`src/verilog/osc_ctrl_pkg.sv`:
```
package osc_ctrl_pkg;

  // Register offsets on the plain register port.
  localparam logic [3:0] ADDR_STAB_SEL    = 4'h0;
  localparam logic [3:0] ADDR_STAB_STATUS = 4'h1;
  localparam logic [3:0] ADDR_CLK_CTRL    = 4'h2;
  localparam logic [3:0] ADDR_CLK_STATUS  = 4'h3;

  // Stabilization select codes: 3 bits, code n up to 4 waits 2^(STAB_BASE_LOG2+n) ticks; codes above 4 wait as code 4.
  localparam int          STAB_SEL_W     = 3;
  localparam int          STAB_LEVELS    = 5;
  localparam logic [2:0]  STAB_SEL_RESET = 3'h5;
  localparam int          STAB_BASE_LOG2 = 11;
  localparam int          STAB_CNT_W     = 17;

  // Control register field constants; clk_ctrl_s puts div in 2:0, ring_stop at 3, ring_sel at 4.
  localparam int CTRL_RING_SEL_BIT = 0;
  localparam int CTRL_RING_STOP_BIT = 1;
  localparam int CTRL_DIV_LSB      = 2;
  localparam int CTRL_DIV_W        = 3;
  localparam logic [7:0] CTRL_RESET = 8'h00;

  // Prescaler divide chain width.
  localparam int PRESC_W = 8;

  // Oscillator start delay after wake, in crystal ticks, before counting.
  localparam int START_GAP_TICKS = 4;

  typedef struct packed {
    logic       ring_sel;
    logic       ring_stop;
    logic [2:0] div;
  } clk_ctrl_s;

  typedef enum logic [3:0] {
    ST_RUN   = 4'b0001,
    ST_STOP  = 4'b0010,
    ST_START = 4'b0100,
    ST_WAIT  = 4'b1000
  } osc_state_e;

endpackage

```
`src/verilog/osc_ctrl.sv`:
```
// The address map and the plain strobed port were left to the implementer.
`timescale 1ns/1ps
// Functional notes
// (RULE1) Software writes select after status confirms time
// (RULE2) Ring clock stop: select not shorter than checked
// (RULE3) Wait counter stops at selected time
// (RULE4) Status reports only up to selection
// (RULE5) Wait counts only after oscillation starts
// (RULE6) Ring clock feeds prescaler when selected
// (RULE7) Ring stop honoured only if option allows
// (RULE8) Software avoids forbidden divider codes on ring
// (RULE9) Status bits set from top, stay set
// (RULE10) Software sets select before stop entry
// (RULE11) Status cleared on stop entry
module osc_ctrl
  import osc_ctrl_pkg::*;
#(
  parameter bit RING_STOP_ALLOWED = 1'b1
)(
  input  wire logic       SYS_CLK,      // System clock, 25 MHz.
  input  wire logic       NRST,         // Synchronous reset, active low.
  input  wire logic [3:0] ADDR,         // Register address.
  input  wire logic [7:0] WDATA,        // Write data.
  input  wire logic       WR,           // Write strobe.
  input  wire logic       RD,           // Read strobe.
  output logic      [7:0] RDATA,        // Read data, cycle after RD.
  input  wire logic       STOP_REQ,     // Stop mode entry pulse.
  input  wire logic       WAKE,         // Stop release pulse (reset or interrupt).
  input  wire logic       XTAL_TICK,    // Crystal clock edge pin.
  input  wire logic       XTAL_RUNNING, // Crystal oscillation started pin.
  input  wire logic       RING_TICK,    // Ring oscillator edge pin.
  output logic            CPU_READY,    // Wait over, CPU clock may run.
  output logic            XTAL_EN,      // Crystal oscillator enable.
  output logic            RING_EN,      // Ring oscillator enable.
  output logic [PRESC_W-1:0] PRESC_OUT, // Prescaler divided clock taps.
  output logic [2:0]      CPU_DIV       // CPU clock divider code.
);

  logic [2:0] xt_s1, xt_s2, xt_s3;
  logic [1:0] rg_s1, rg_s2, rg_s3;
  logic [2:0] sync_nxt;
  logic [1:0] rsync_nxt;
  logic xtal_tick, xtal_run, ring_tick;

  // Crystal and ring pins are asynchronous, so each passes two flip-flops first.
  always_comb begin
    sync_nxt = {XTAL_TICK, XTAL_RUNNING, 1'b0};
    rsync_nxt = {RING_TICK, 1'b0};
  end

  always_ff @(posedge SYS_CLK) begin
    if (!NRST) begin
      xt_s1 <= '0;
      xt_s2 <= '0;
      xt_s3 <= '0;
      rg_s1 <= '0;
      rg_s2 <= '0;
      rg_s3 <= '0;
    end else begin
      xt_s1 <= sync_nxt;
      xt_s2 <= xt_s1;
      xt_s3 <= xt_s2;
      rg_s1 <= rsync_nxt;
      rg_s2 <= rg_s1;
      rg_s3 <= rg_s2;
    end
  end

  // A rising edge is a high second stage over a low third stage.
  // Reading the first stage here would let a metastable value leak into the counters.
  function automatic logic rise_of(input logic cur, input logic prev);
    rise_of = cur & ~prev;
  endfunction

  assign xtal_tick = rise_of(xt_s2[2], xt_s3[2]);
  assign xtal_run  = xt_s2[1];
  assign ring_tick = rise_of(rg_s2[1], rg_s3[1]);

  // Registers.
  logic [STAB_SEL_W-1:0] sel_r, sel_nxt;
  clk_ctrl_s ctrl_r, ctrl_nxt;
  logic [7:0] rdata_r, rdata_nxt;
  logic [STAB_LEVELS-1:0] status;
  logic done;
  osc_state_e st_r, st_nxt;
  logic [2:0] gap_r, gap_nxt;
  logic [PRESC_W-1:0] presc_r, presc_nxt;
  logic clear, cnt_tick, src_tick;

  // Writes to unmapped offsets fall through the default branch and are lost.
  // Divider codes that are illegal on the ring clock are stored as written; keeping
  // clear of them is left to software, since the hardware cannot know the intent.
  // The state register reports the one-hot state beside the done flag.
  always_comb begin
    sel_nxt = sel_r;
    ctrl_nxt = ctrl_r;
    rdata_nxt = 8'h00;
    if (WR) begin
      case (ADDR)
        ADDR_STAB_SEL: sel_nxt = WDATA[STAB_SEL_W-1:0];
        ADDR_CLK_CTRL: ctrl_nxt = clk_ctrl_s'(WDATA[CTRL_DIV_LSB+CTRL_DIV_W-1:0]);
        default: ;
      endcase
    end
    if (RD) begin
      case (ADDR)
        ADDR_STAB_SEL:    rdata_nxt = 8'(sel_r);
        ADDR_STAB_STATUS: rdata_nxt = 8'(status);
        ADDR_CLK_CTRL:    rdata_nxt = 8'(ctrl_r);
        ADDR_CLK_STATUS:  rdata_nxt = 8'({st_r, done});
        default:          rdata_nxt = 8'h00;
      endcase
    end
  end

  always_ff @(posedge SYS_CLK) begin
    if (!NRST) begin
      sel_r <= STAB_SEL_RESET;
      ctrl_r <= clk_ctrl_s'(CTRL_RESET[4:0]);
      rdata_r <= 8'h00;
    end else begin
      sel_r <= sel_nxt;
      ctrl_r <= ctrl_nxt;
      rdata_r <= rdata_nxt;
    end
  end

  // Stop / wake sequencing.
  // A stop request outside RUN is ignored, so a late pulse cannot clear fresh status.
  // The gap counter is three bits wide; the start gap must not exceed eight ticks.
  always_comb begin
    st_nxt = st_r;
    gap_nxt = gap_r;
    clear = 1'b0;
    case (st_r)
      ST_RUN: begin
        if (STOP_REQ) begin
          st_nxt = ST_STOP;
          clear = 1'b1; // (RULE11)
        end
      end
      ST_STOP: begin
        if (WAKE) begin
          st_nxt = ST_START;
          gap_nxt = '0;
        end
      end
      ST_START: begin
        // No counting until the crystal reports oscillation and settles a few ticks.
        if (xtal_run && xtal_tick) begin // (RULE5)
          gap_nxt = gap_r + 3'h1;
          if (gap_r == 3'(START_GAP_TICKS - 1))
            st_nxt = ST_WAIT;
        end
      end
      ST_WAIT: begin
        // The counter stops at the selected limit, so done stays high until the next stop or a write of a longer select.
        if (done)
          st_nxt = ST_RUN;
      end
      default: st_nxt = ST_RUN;
    endcase
  end

  always_ff @(posedge SYS_CLK) begin
    if (!NRST) begin
      st_r <= ST_RUN;
      gap_r <= '0;
    end else begin
      st_r <= st_nxt;
      gap_r <= gap_nxt;
    end
  end

  assign cnt_tick = (st_r == ST_WAIT) && xtal_tick; // (RULE5)

  stab_counter u_stab (
    .SYS_CLK (SYS_CLK),
    .NRST    (NRST),
    .clear   (clear),
    .tick    (cnt_tick),
    .sel     (sel_r),
    .status  (status),
    .done    (done)
  );

  // Prescaler source follows the CPU clock selection.
  assign src_tick = ctrl_r.ring_sel ? ring_tick : xtal_tick; // (RULE6)

  // The taps are held during stop and the wait, so they never run on an unsettled clock.
  always_comb begin
    presc_nxt = presc_r;
    if (src_tick && st_r == ST_RUN)
      presc_nxt = presc_r + PRESC_W'(1);
  end

  always_ff @(posedge SYS_CLK) begin
    if (!NRST)
      presc_r <= '0;
    else
      presc_r <= presc_nxt;
  end

  // Read data is cleared when no read is pending, so it stands for one cycle only.
  assign RDATA = rdata_r;
  assign CPU_READY = (st_r == ST_RUN);
  assign XTAL_EN = (st_r != ST_STOP);
  // The stop bit only bites when the build option allows it and the CPU is not on the ring.
  assign RING_EN = !(RING_STOP_ALLOWED && ctrl_r.ring_stop && !ctrl_r.ring_sel); // (RULE7)
  assign PRESC_OUT = presc_r;
  assign CPU_DIV = ctrl_r.div;

endmodule

```
`src/verilog/stab_counter.sv`:
```
`timescale 1ns/1ps
module stab_counter
  import osc_ctrl_pkg::*;
(
  input  wire logic                  SYS_CLK,   // System clock.
  input  wire logic                  NRST,      // Synchronous reset, active low.
  input  wire logic                  clear,     // Restart progression.
  input  wire logic                  tick,      // Crystal tick enable.
  input  wire logic [STAB_SEL_W-1:0] sel,       // Selected stabilization time.
  output logic [STAB_LEVELS-1:0]     status,    // Progress bits, top bit first.
  output logic                       done       // Selected time reached.
);

  logic [STAB_CNT_W-1:0] cnt_r, cnt_nxt;
  logic [STAB_LEVELS-1:0] status_r, status_nxt;

  function automatic logic [STAB_CNT_W-1:0] limit_of(input logic [STAB_SEL_W-1:0] s);
    logic [STAB_SEL_W-1:0] c;
    c = (s > STAB_SEL_W'(STAB_LEVELS - 1)) ? STAB_SEL_W'(STAB_LEVELS - 1) : s;
    limit_of = STAB_CNT_W'(1) << (STAB_BASE_LOG2 + int'(c));
  endfunction

  always_comb begin
    cnt_nxt = cnt_r;
    status_nxt = status_r;
    if (clear) begin
      cnt_nxt = '0;
      status_nxt = '0;
    end else if (tick && (cnt_r < limit_of(sel))) begin
      cnt_nxt = cnt_r + STAB_CNT_W'(1); // (RULE3)
    end
    // Bits fill from the top as each level is passed, capped at the selection.
    for (int i = 0; i < STAB_LEVELS; i++) begin
      if (!clear && (cnt_r >= (STAB_CNT_W'(1) << (STAB_BASE_LOG2 + i))) && i <= int'(sel))
        status_nxt[STAB_LEVELS-1-i] = 1'b1; // (RULE4) (RULE9)
    end
  end

  always_ff @(posedge SYS_CLK) begin
    if (!NRST) begin
      cnt_r <= '0;
      status_r <= '0;
    end else begin
      cnt_r <= cnt_nxt;
      status_r <= status_nxt;
    end
  end

  assign status = status_r;
  assign done = (cnt_r >= limit_of(sel));

endmodule
```
`config.mk`:
```
export PLATFORM = sky130hd
export DESIGN_NAME = osc_ctrl
export DESIGN_NICKNAME = d
export VERILOG_FILES = /design/src/verilog/osc_ctrl_pkg.sv /design/src/verilog/osc_ctrl.sv /design/src/verilog/stab_counter.sv
export SDC_FILE = /design/constraint.sdc
export NUM_CORES = 1
export LEC_CHECK = 0
export BUFFER_PORTS_ARGS = -buffer_cell sky130_fd_sc_hd__buf_2
export CORE_UTILIZATION = 50
export DETAILED_ROUTE_END_ITERATION = 8
export GPL_TIMING_DRIVEN = 1
export PLACE_DENSITY = 0.81
export SETUP_SLACK_MARGIN = 0.2
export SLEW_MARGIN = 10
export SYNTH_ARGS = -nofsm -noshare
export SYNTH_HDL_FRONTEND = slang
export SYNTH_SLANG_ARGS = --single-unit
```
`constraint.sdc`:
```
create_clock -name SYS_CLK -period 7.5 [get_ports SYS_CLK]
set_clock_uncertainty 0.15 [all_clocks]
set_input_delay 0.75 -clock SYS_CLK [delete_from_list [all_inputs] [get_ports SYS_CLK]]
set_output_delay 0.75 -clock SYS_CLK [all_outputs]
set_load 0.05 [all_outputs]
```
Yosys cells after proc, flatten, opt, wreduce, memory -nomap -nowiden
Cells that the tools add are included.

Register bits after elaboration: 68. Input bits: 21. Output and inout bits: 22.

$add $sub $neg: 4. Order comparisons: 12. Equal/unequal tests: 14. Shift operators: 1. Muxes and demuxes: 20. Bitwise logic cells: 5. Reductions and logical operators: 30.

Operator list (number): 4-bit 2-to-1 mux (5); 5-bit case mux with 4 select lines (1); 17-bit by 1-bit adder with 17-bit output (second input constant) (1); 17-bit by 12-bit >= comparator with 1-bit output (second input constant) (1); 17-bit by 13-bit >= comparator with 1-bit output (second input constant) (1); 17-bit by 14-bit >= comparator with 1-bit output (second input constant) (1); 17-bit by 15-bit >= comparator with 1-bit output (second input constant) (1); 17-bit by 16-bit >= comparator with 1-bit output (second input constant) (1); 17-bit >= comparator (1); 17-bit < comparator (1); 1-bit by 5-bit << shifter with 17-bit output (first input constant) (1); 4-bit case mux with 4 select lines (1); 1-bit logical AND (14); 4-bit by 2-bit equality test with 1-bit output (second input constant) (3); 2-bit nonzero test (6); 2-bit != test (second input constant) (5); 3-bit 2-to-1 mux (3); 8-bit by 1-bit adder with 8-bit output (second input constant) (1); 4-bit by 1-bit equality test with 1-bit output (second input constant) (2); 1-bit 2-to-1 mux (8); 2-bit by 3-bit less-or-equal comparator with 1-bit output (first input constant) (2); 3-bit case mux with 2 select lines (1); 2-bit AND reduction (3); 4-bit by 3-bit adder with 5-bit output (first input constant) (1); other kinds (16) (21).

Logic depth before layout (Yosys ltp)
Word-level depth: 7. Mapped depth: 15.

By module
A second synthesis with hierarchy kept.

Cells, all modules: 330. Area total of the unflattened synthesis: 2957.8 um^2.

Modules (own cells, without submodules): osc_ctrl (times used 1, cells each 166, area each 1626.6 um^2); stab_counter (times used 1, cells each 164, area each 1331.3 um^2).

Least setup slack after synthesis
Ideal clock, no wire load.

Kind: register to register. Start: reg sel_r[1]. End: reg u_stab.cnt_r[15]. Library setup time: 0.066 ns. Data arrival time: 2.979 ns. Path slack: 4.305 ns. Cell stages (with the launch flop): 15. Period minus slack after synthesis: 3.195 ns. Cells stage by stage: dfxtp_1 > clkbuf_1 > nor2_1 > nor2_1 > ha_1 > nor2b_1 > nand2_1 > or3_1 > ha_1 > a21oi_1 > a21oi_1 > or2_1 > buf_2 > or4_4 > a21oi_2.

Cells in the longest elaborated chain, start to end: 6.

Ends and longest elaborated chain: from (decl) (line osc_ctrl.sv:80) `logic [STAB_SEL_W-1:0] sel_r, sel_nxt;`; from (signal assigned) (line osc_ctrl.sv:122) `sel_r <= sel_nxt;`; 3-bit greater-than comparator (line stab_counter.sv:19) `c = (s > STAB_SEL_W'(STAB_LEVELS - 1)) ? STAB_SEL_W'(STAB_LEVELS - 1) : s;`; 3-bit 2-to-1 mux (*) (line stab_counter.sv:19); 4-bit by 3-bit adder with 5-bit output (*) (line stab_counter.sv:20) `limit_of = STAB_CNT_W'(1) << (STAB_BASE_LOG2 + int'(c));`; 1-bit by 5-bit << shifter with 17-bit output (*) (line stab_counter.sv:20); 17-bit < comparator (*) (line stab_counter.sv:29) `end else if (tick && (cnt_r < limit_of(sel))) begin`; 1-bit logical AND (*) (line stab_counter.sv:29); to (signal assigned) (line stab_counter.sv:44) `cnt_r <= cnt_nxt;`; to (decl) (line stab_counter.sv:14) `logic [STAB_CNT_W-1:0] cnt_r, cnt_nxt;`.

Mark *: on every way between the ends. The rest lies on a longest branch, timed or not. A chain may end at the register's enable or synchronous reset.

Worst setup path after layout
Start: reg sel_r[2]. End: reg u_stab.cnt_r[1].

The elaborated chain is that of the path after synthesis.

==> out/results.txt <==
The run finished with clean final reports. Synthesis-stage register bit count: 58. The number of antenna violations at the first check in global routing was 0; the number of instances in the synthesized netlist was 313. The worst setup path is launched from a flop. After detailed placement, the design holds a cell count of 403.

During I/O placement, the number of pins put on the boundary was 43. The part of the Yosys area used for sequential elements is 41.39%, and the count of clock tree sinks is 58. Total count of max-transition violations in the final report: 0.

Dividing the synthesized area by the synthesized cell count gives 8.962 sq um. The routed layout has 2284 vias. The logs give 0 ns for the aggregate negative setup slack and 25.93% for the worst slew slack as a fraction of its limit. Once placement finished, the instance area stood at 0.002983 sq mm.

Routability-driven placement finished with a final weighted congestion of 0.8350. Once detailed placement completed, the half-perimeter wirelength came to 3845 um. Setup repair after global routing left no endpoint under its margin.

Clock latency on the worst-skew pair, taken at its later pin, is 0.34 ns. The clock tree root buffer cell was sky130_fd_sc_hd__clkbuf_8. The number of different library cells used by synthesis comes to 52. Maximum buffer depth of the clock tree: 2. After detailed routing, the total wire length is 5442 um. The floorplan die area was 0.005914 sq mm. Leaving out fill and tap cells, the most frequent cells in the layout are sky130_fd_sc_hd__dfxtp_1, sky130_fd_sc_hd__nor2_1, sky130_fd_sc_hd__buf_2.

Before CTS, the worst setup slack after placement is 3.860 ns. Dividing the detail-routed wire length by the instance count gives 12.99 um. The number of hold buffers added after CTS was 0. The number of global-route vias before repair is 2099, and the least setup slack across all paths after layout is 3.836 ns. The logs give 0 for the remaining antenna violation count after routing and 26 for the floorplan row count.

The path class of the tightest hold or removal check is flop to flop. Summed over all layers, the global routing overflow is 0. The count of flip-flops with a built-in enable after synthesis was 0; the diode insertion count for antenna repair was 0. The starting density of the core was 53.23%. In this run the worst path has a maximum fanout of 15. Post-CTS timing repair inserted 0 buffers for setup. From left edge to right edge, the die measures 76.90 um. The logs give 4 for the first-pass iteration count of the detailed router and 19.61% for the overall routing resource usage. At the worst endpoint, the arrival time is 3.74 ns. For the worst setup path, the data required time is 7.58 ns. The number of clock buffers inserted by TritonCTS was 9. The post-cts sizing count is 0.

Clock slew at the register clock pins of the worst setup and hold paths: 0.07 ns. The area growth from synthesis to layout is 14.94%. Leaving out fill and tap cells, the most frequent cell in the layout is sky130_fd_sc_hd__dfxtp_1.

The pin count of the biggest net entering global routing is 23, and the peak supply drop is 0.0001748 V. The H-tree depth came out at 3. The number of cells in the finished layout apart from fillers was 419; the share of the clock period used by the worst path after layout was 48.86%. The transition time at the pin with the least slew margin came out at 1.111 ns. The run gives 0 as the remaining design rule violation count. Cells with a size suffix above 1 make up 18.34% of the layout. Counting flops with an async set or reset pin after synthesis yields a share of 0%. TritonCTS built the clock tree. In this run the power density over the cells is 221.8 mW/mm^2.

The final setup violation count is 0, and the wire length of the first global-routing pass is 9101 um. The total number of yosys warnings was 0; the netlist area before placement was 0.002805 sq mm. For this run, the leading register cell type out of synthesis is sky130_fd_sc_hd__dfxtp_1. The region available for standard cell placement spans 0.005270 sq mm.

The number of buffers added on ports was 36. The analysis attributes to cell leakage a power of 1.259 nW. The vias per cell works out to 5.451.

Critical path class: flop to flop. The worst setup path is captured at a flop. The power after layout came out at 0.7153 mW. The finished cells cover 0.003224 sq mm. The tools report the fmax as 0.2729 GHz. The clock period minus final worst setup slack works out to 3.664 ns. For this block, the initial DRC count from the detailed router was 55. The die extent in y was 76.90 um; the number of endpoints with negative hold slack in the final report was 0.

The tool flagged a number of max-cap violations equal to 0. In the final design database the tool counted 377 nets.
[layout make-up]
| type | count | area (sq um) |
|---|---|---|
| Inverter | 11 | 41.29 |
| Sequential cell | 58 | 1161 |
| Timing Repair Buffer | 37 | 187.7 |
| Multi-Input combinational cell | 227 | 1505 |
| Clock inverter | 7 | 117.6 |
| Tap cell | 70 | 87.58 |
| Fill cell | 455 | 2046 |
| Clock buffer | 9 | 123.9 |
[through the flow]
| step | hold slack (ns) | utilization (%) |
|---|---|---|
| floorplan | 0.2618 | - |
| global placement | 0.2688 | 56.60 |
| detailed placement | 0.2725 | 56.60 |
| CTS | 0.2881 | 61.18 |
| global route | 0.2882 | 61.18 |
| finish | 0.2848 | 61.18 |
[synthesized netlist by cell type (2+ instances only)]
| cell | number | area [sq um] |
|---|---|---|
| sky130_fd_sc_hd__mux2_2 | 2 | 22.52 |
| sky130_fd_sc_hd__xor2_1 | 4 | 35.03 |
| sky130_fd_sc_hd__or3_1 | 3 | 18.77 |
| sky130_fd_sc_hd__nand3_1 | 11 | 55.05 |
| sky130_fd_sc_hd__a21oi_1 | 11 | 55.05 |
| sky130_fd_sc_hd__nor3b_1 | 3 | 22.52 |
| sky130_fd_sc_hd__nand2b_1 | 2 | 12.51 |
| sky130_fd_sc_hd__inv_1 | 10 | 37.54 |
| sky130_fd_sc_hd__nor2b_1 | 2 | 12.51 |
| sky130_fd_sc_hd__dfxtp_1 | 58 | 1161 |
| sky130_fd_sc_hd__nand4_1 | 6 | 37.54 |
| sky130_fd_sc_hd__ha_1 | 12 | 150.1 |
| sky130_fd_sc_hd__o21ai_0 | 5 | 25.02 |
| sky130_fd_sc_hd__clkbuf_1 | 8 | 30.03 |
| sky130_fd_sc_hd__nand2_1 | 15 | 56.30 |
| sky130_fd_sc_hd__o22ai_1 | 2 | 12.51 |
| sky130_fd_sc_hd__nor2_1 | 48 | 180.2 |
| sky130_fd_sc_hd__mux2i_1 | 15 | 150.1 |
| sky130_fd_sc_hd__o22a_1 | 2 | 17.52 |
| sky130_fd_sc_hd__nor3_1 | 9 | 45.04 |
| sky130_fd_sc_hd__nor4_1 | 7 | 43.79 |
| sky130_fd_sc_hd__a22oi_1 | 3 | 22.52 |
| sky130_fd_sc_hd__buf_2 | 3 | 15.01 |
| sky130_fd_sc_hd__o31ai_1 | 3 | 22.52 |
| sky130_fd_sc_hd__or4b_2 | 2 | 20.02 |
| sky130_fd_sc_hd__xnor2_1 | 17 | 148.9 |
| sky130_fd_sc_hd__nand3b_1 | 2 | 15.01 |
| sky130_fd_sc_hd__and2_1 | 12 | 75.07 |
| sky130_fd_sc_hd__and4_1 | 3 | 26.28 |
| sky130_fd_sc_hd__conb_1 | 2 | 7.510 |
| sky130_fd_sc_hd__nor4b_1 | 5 | 43.79 |
| sky130_fd_sc_hd__buf_4 | 6 | 45.04 |
[state kept, by name, indices dropped and copies added, names as in the netlist]
signal,count
u_stab.cnt_r,17
PRESC_OUT,8
RDATA,5
u_stab.status,5
st_r,4
CPU_DIV,3
gap_r,3
sel_r,3
ctrl_r,2
xt_s1,2
xt_s2,2
rg_s1,1
rg_s2,1
rg_s3,1
xt_s3,1
[power by group]
part | internal (mW) | switching (mW) | total, mW | leakage [nW]
clock network | 0.220 | 0.128 | 0.348 | 0.123
registers | 0.312 | 0.00552 | 0.318 | 0.469
logic | 0.0165 | 0.0327 | 0.0492 | 0.666
[cell families (layout without fill, tap and decap cells)]
kind of cell	count (synthesis)	in the layout	share of synthesized area [%]
flops	58	58	41.39
mux	17	17	6.155
other cells	2	4	0.2677
compound gates	36	36	8.876
xor+xnor	21	21	6.556
buf+inv	30	64	5.218
simple gates	137	137	26.18
fa+ha+maj	12	12	5.352
[metal layers]
metal / vias up / share of wire [%] / global-route usage [%]
li1: 1149 / - / -
met5: - / 0 / 0
met1: 1085 / 44 / 20.49
met2: 40 / 50 / 34.82
met4: 0 / 1.5 / 9.231
met3: 10 / 3.9 / 6.905
[worst max-delay path, stage by stage, from the launching register on]
cell                       delay [ns]
sky130_fd_sc_hd__dfxtp_1         0.53
sky130_fd_sc_hd__nor2_1          0.11
sky130_fd_sc_hd__ha_1            0.29
sky130_fd_sc_hd__nor2b_1         0.19
sky130_fd_sc_hd__nand2_1         0.09
sky130_fd_sc_hd__or3_1           0.32
sky130_fd_sc_hd__ha_1            0.30
sky130_fd_sc_hd__o211ai_1        0.09
sky130_fd_sc_hd__a21oi_1         0.85
sky130_fd_sc_hd__or2_1           0.33
sky130_fd_sc_hd__mux2i_1         0.24
sky130_fd_sc_hd__nor2_1          0.05
[worst paths after layout]
kind | from | end | slack [ns] | cells past startpoint
max reg2reg | sel_r[2] | u_stab.cnt_r[1] | 3.84 | 11
min | rg_s1[1] | rg_s2[1] | 0.28 | 1
max | sel_r[2] | u_stab.cnt_r[1] | 3.84 | 11
min reg2reg | rg_s1[1] | rg_s2[1] | 0.28 | 1
No activity file was read; power rests on OpenSTA's default activity.
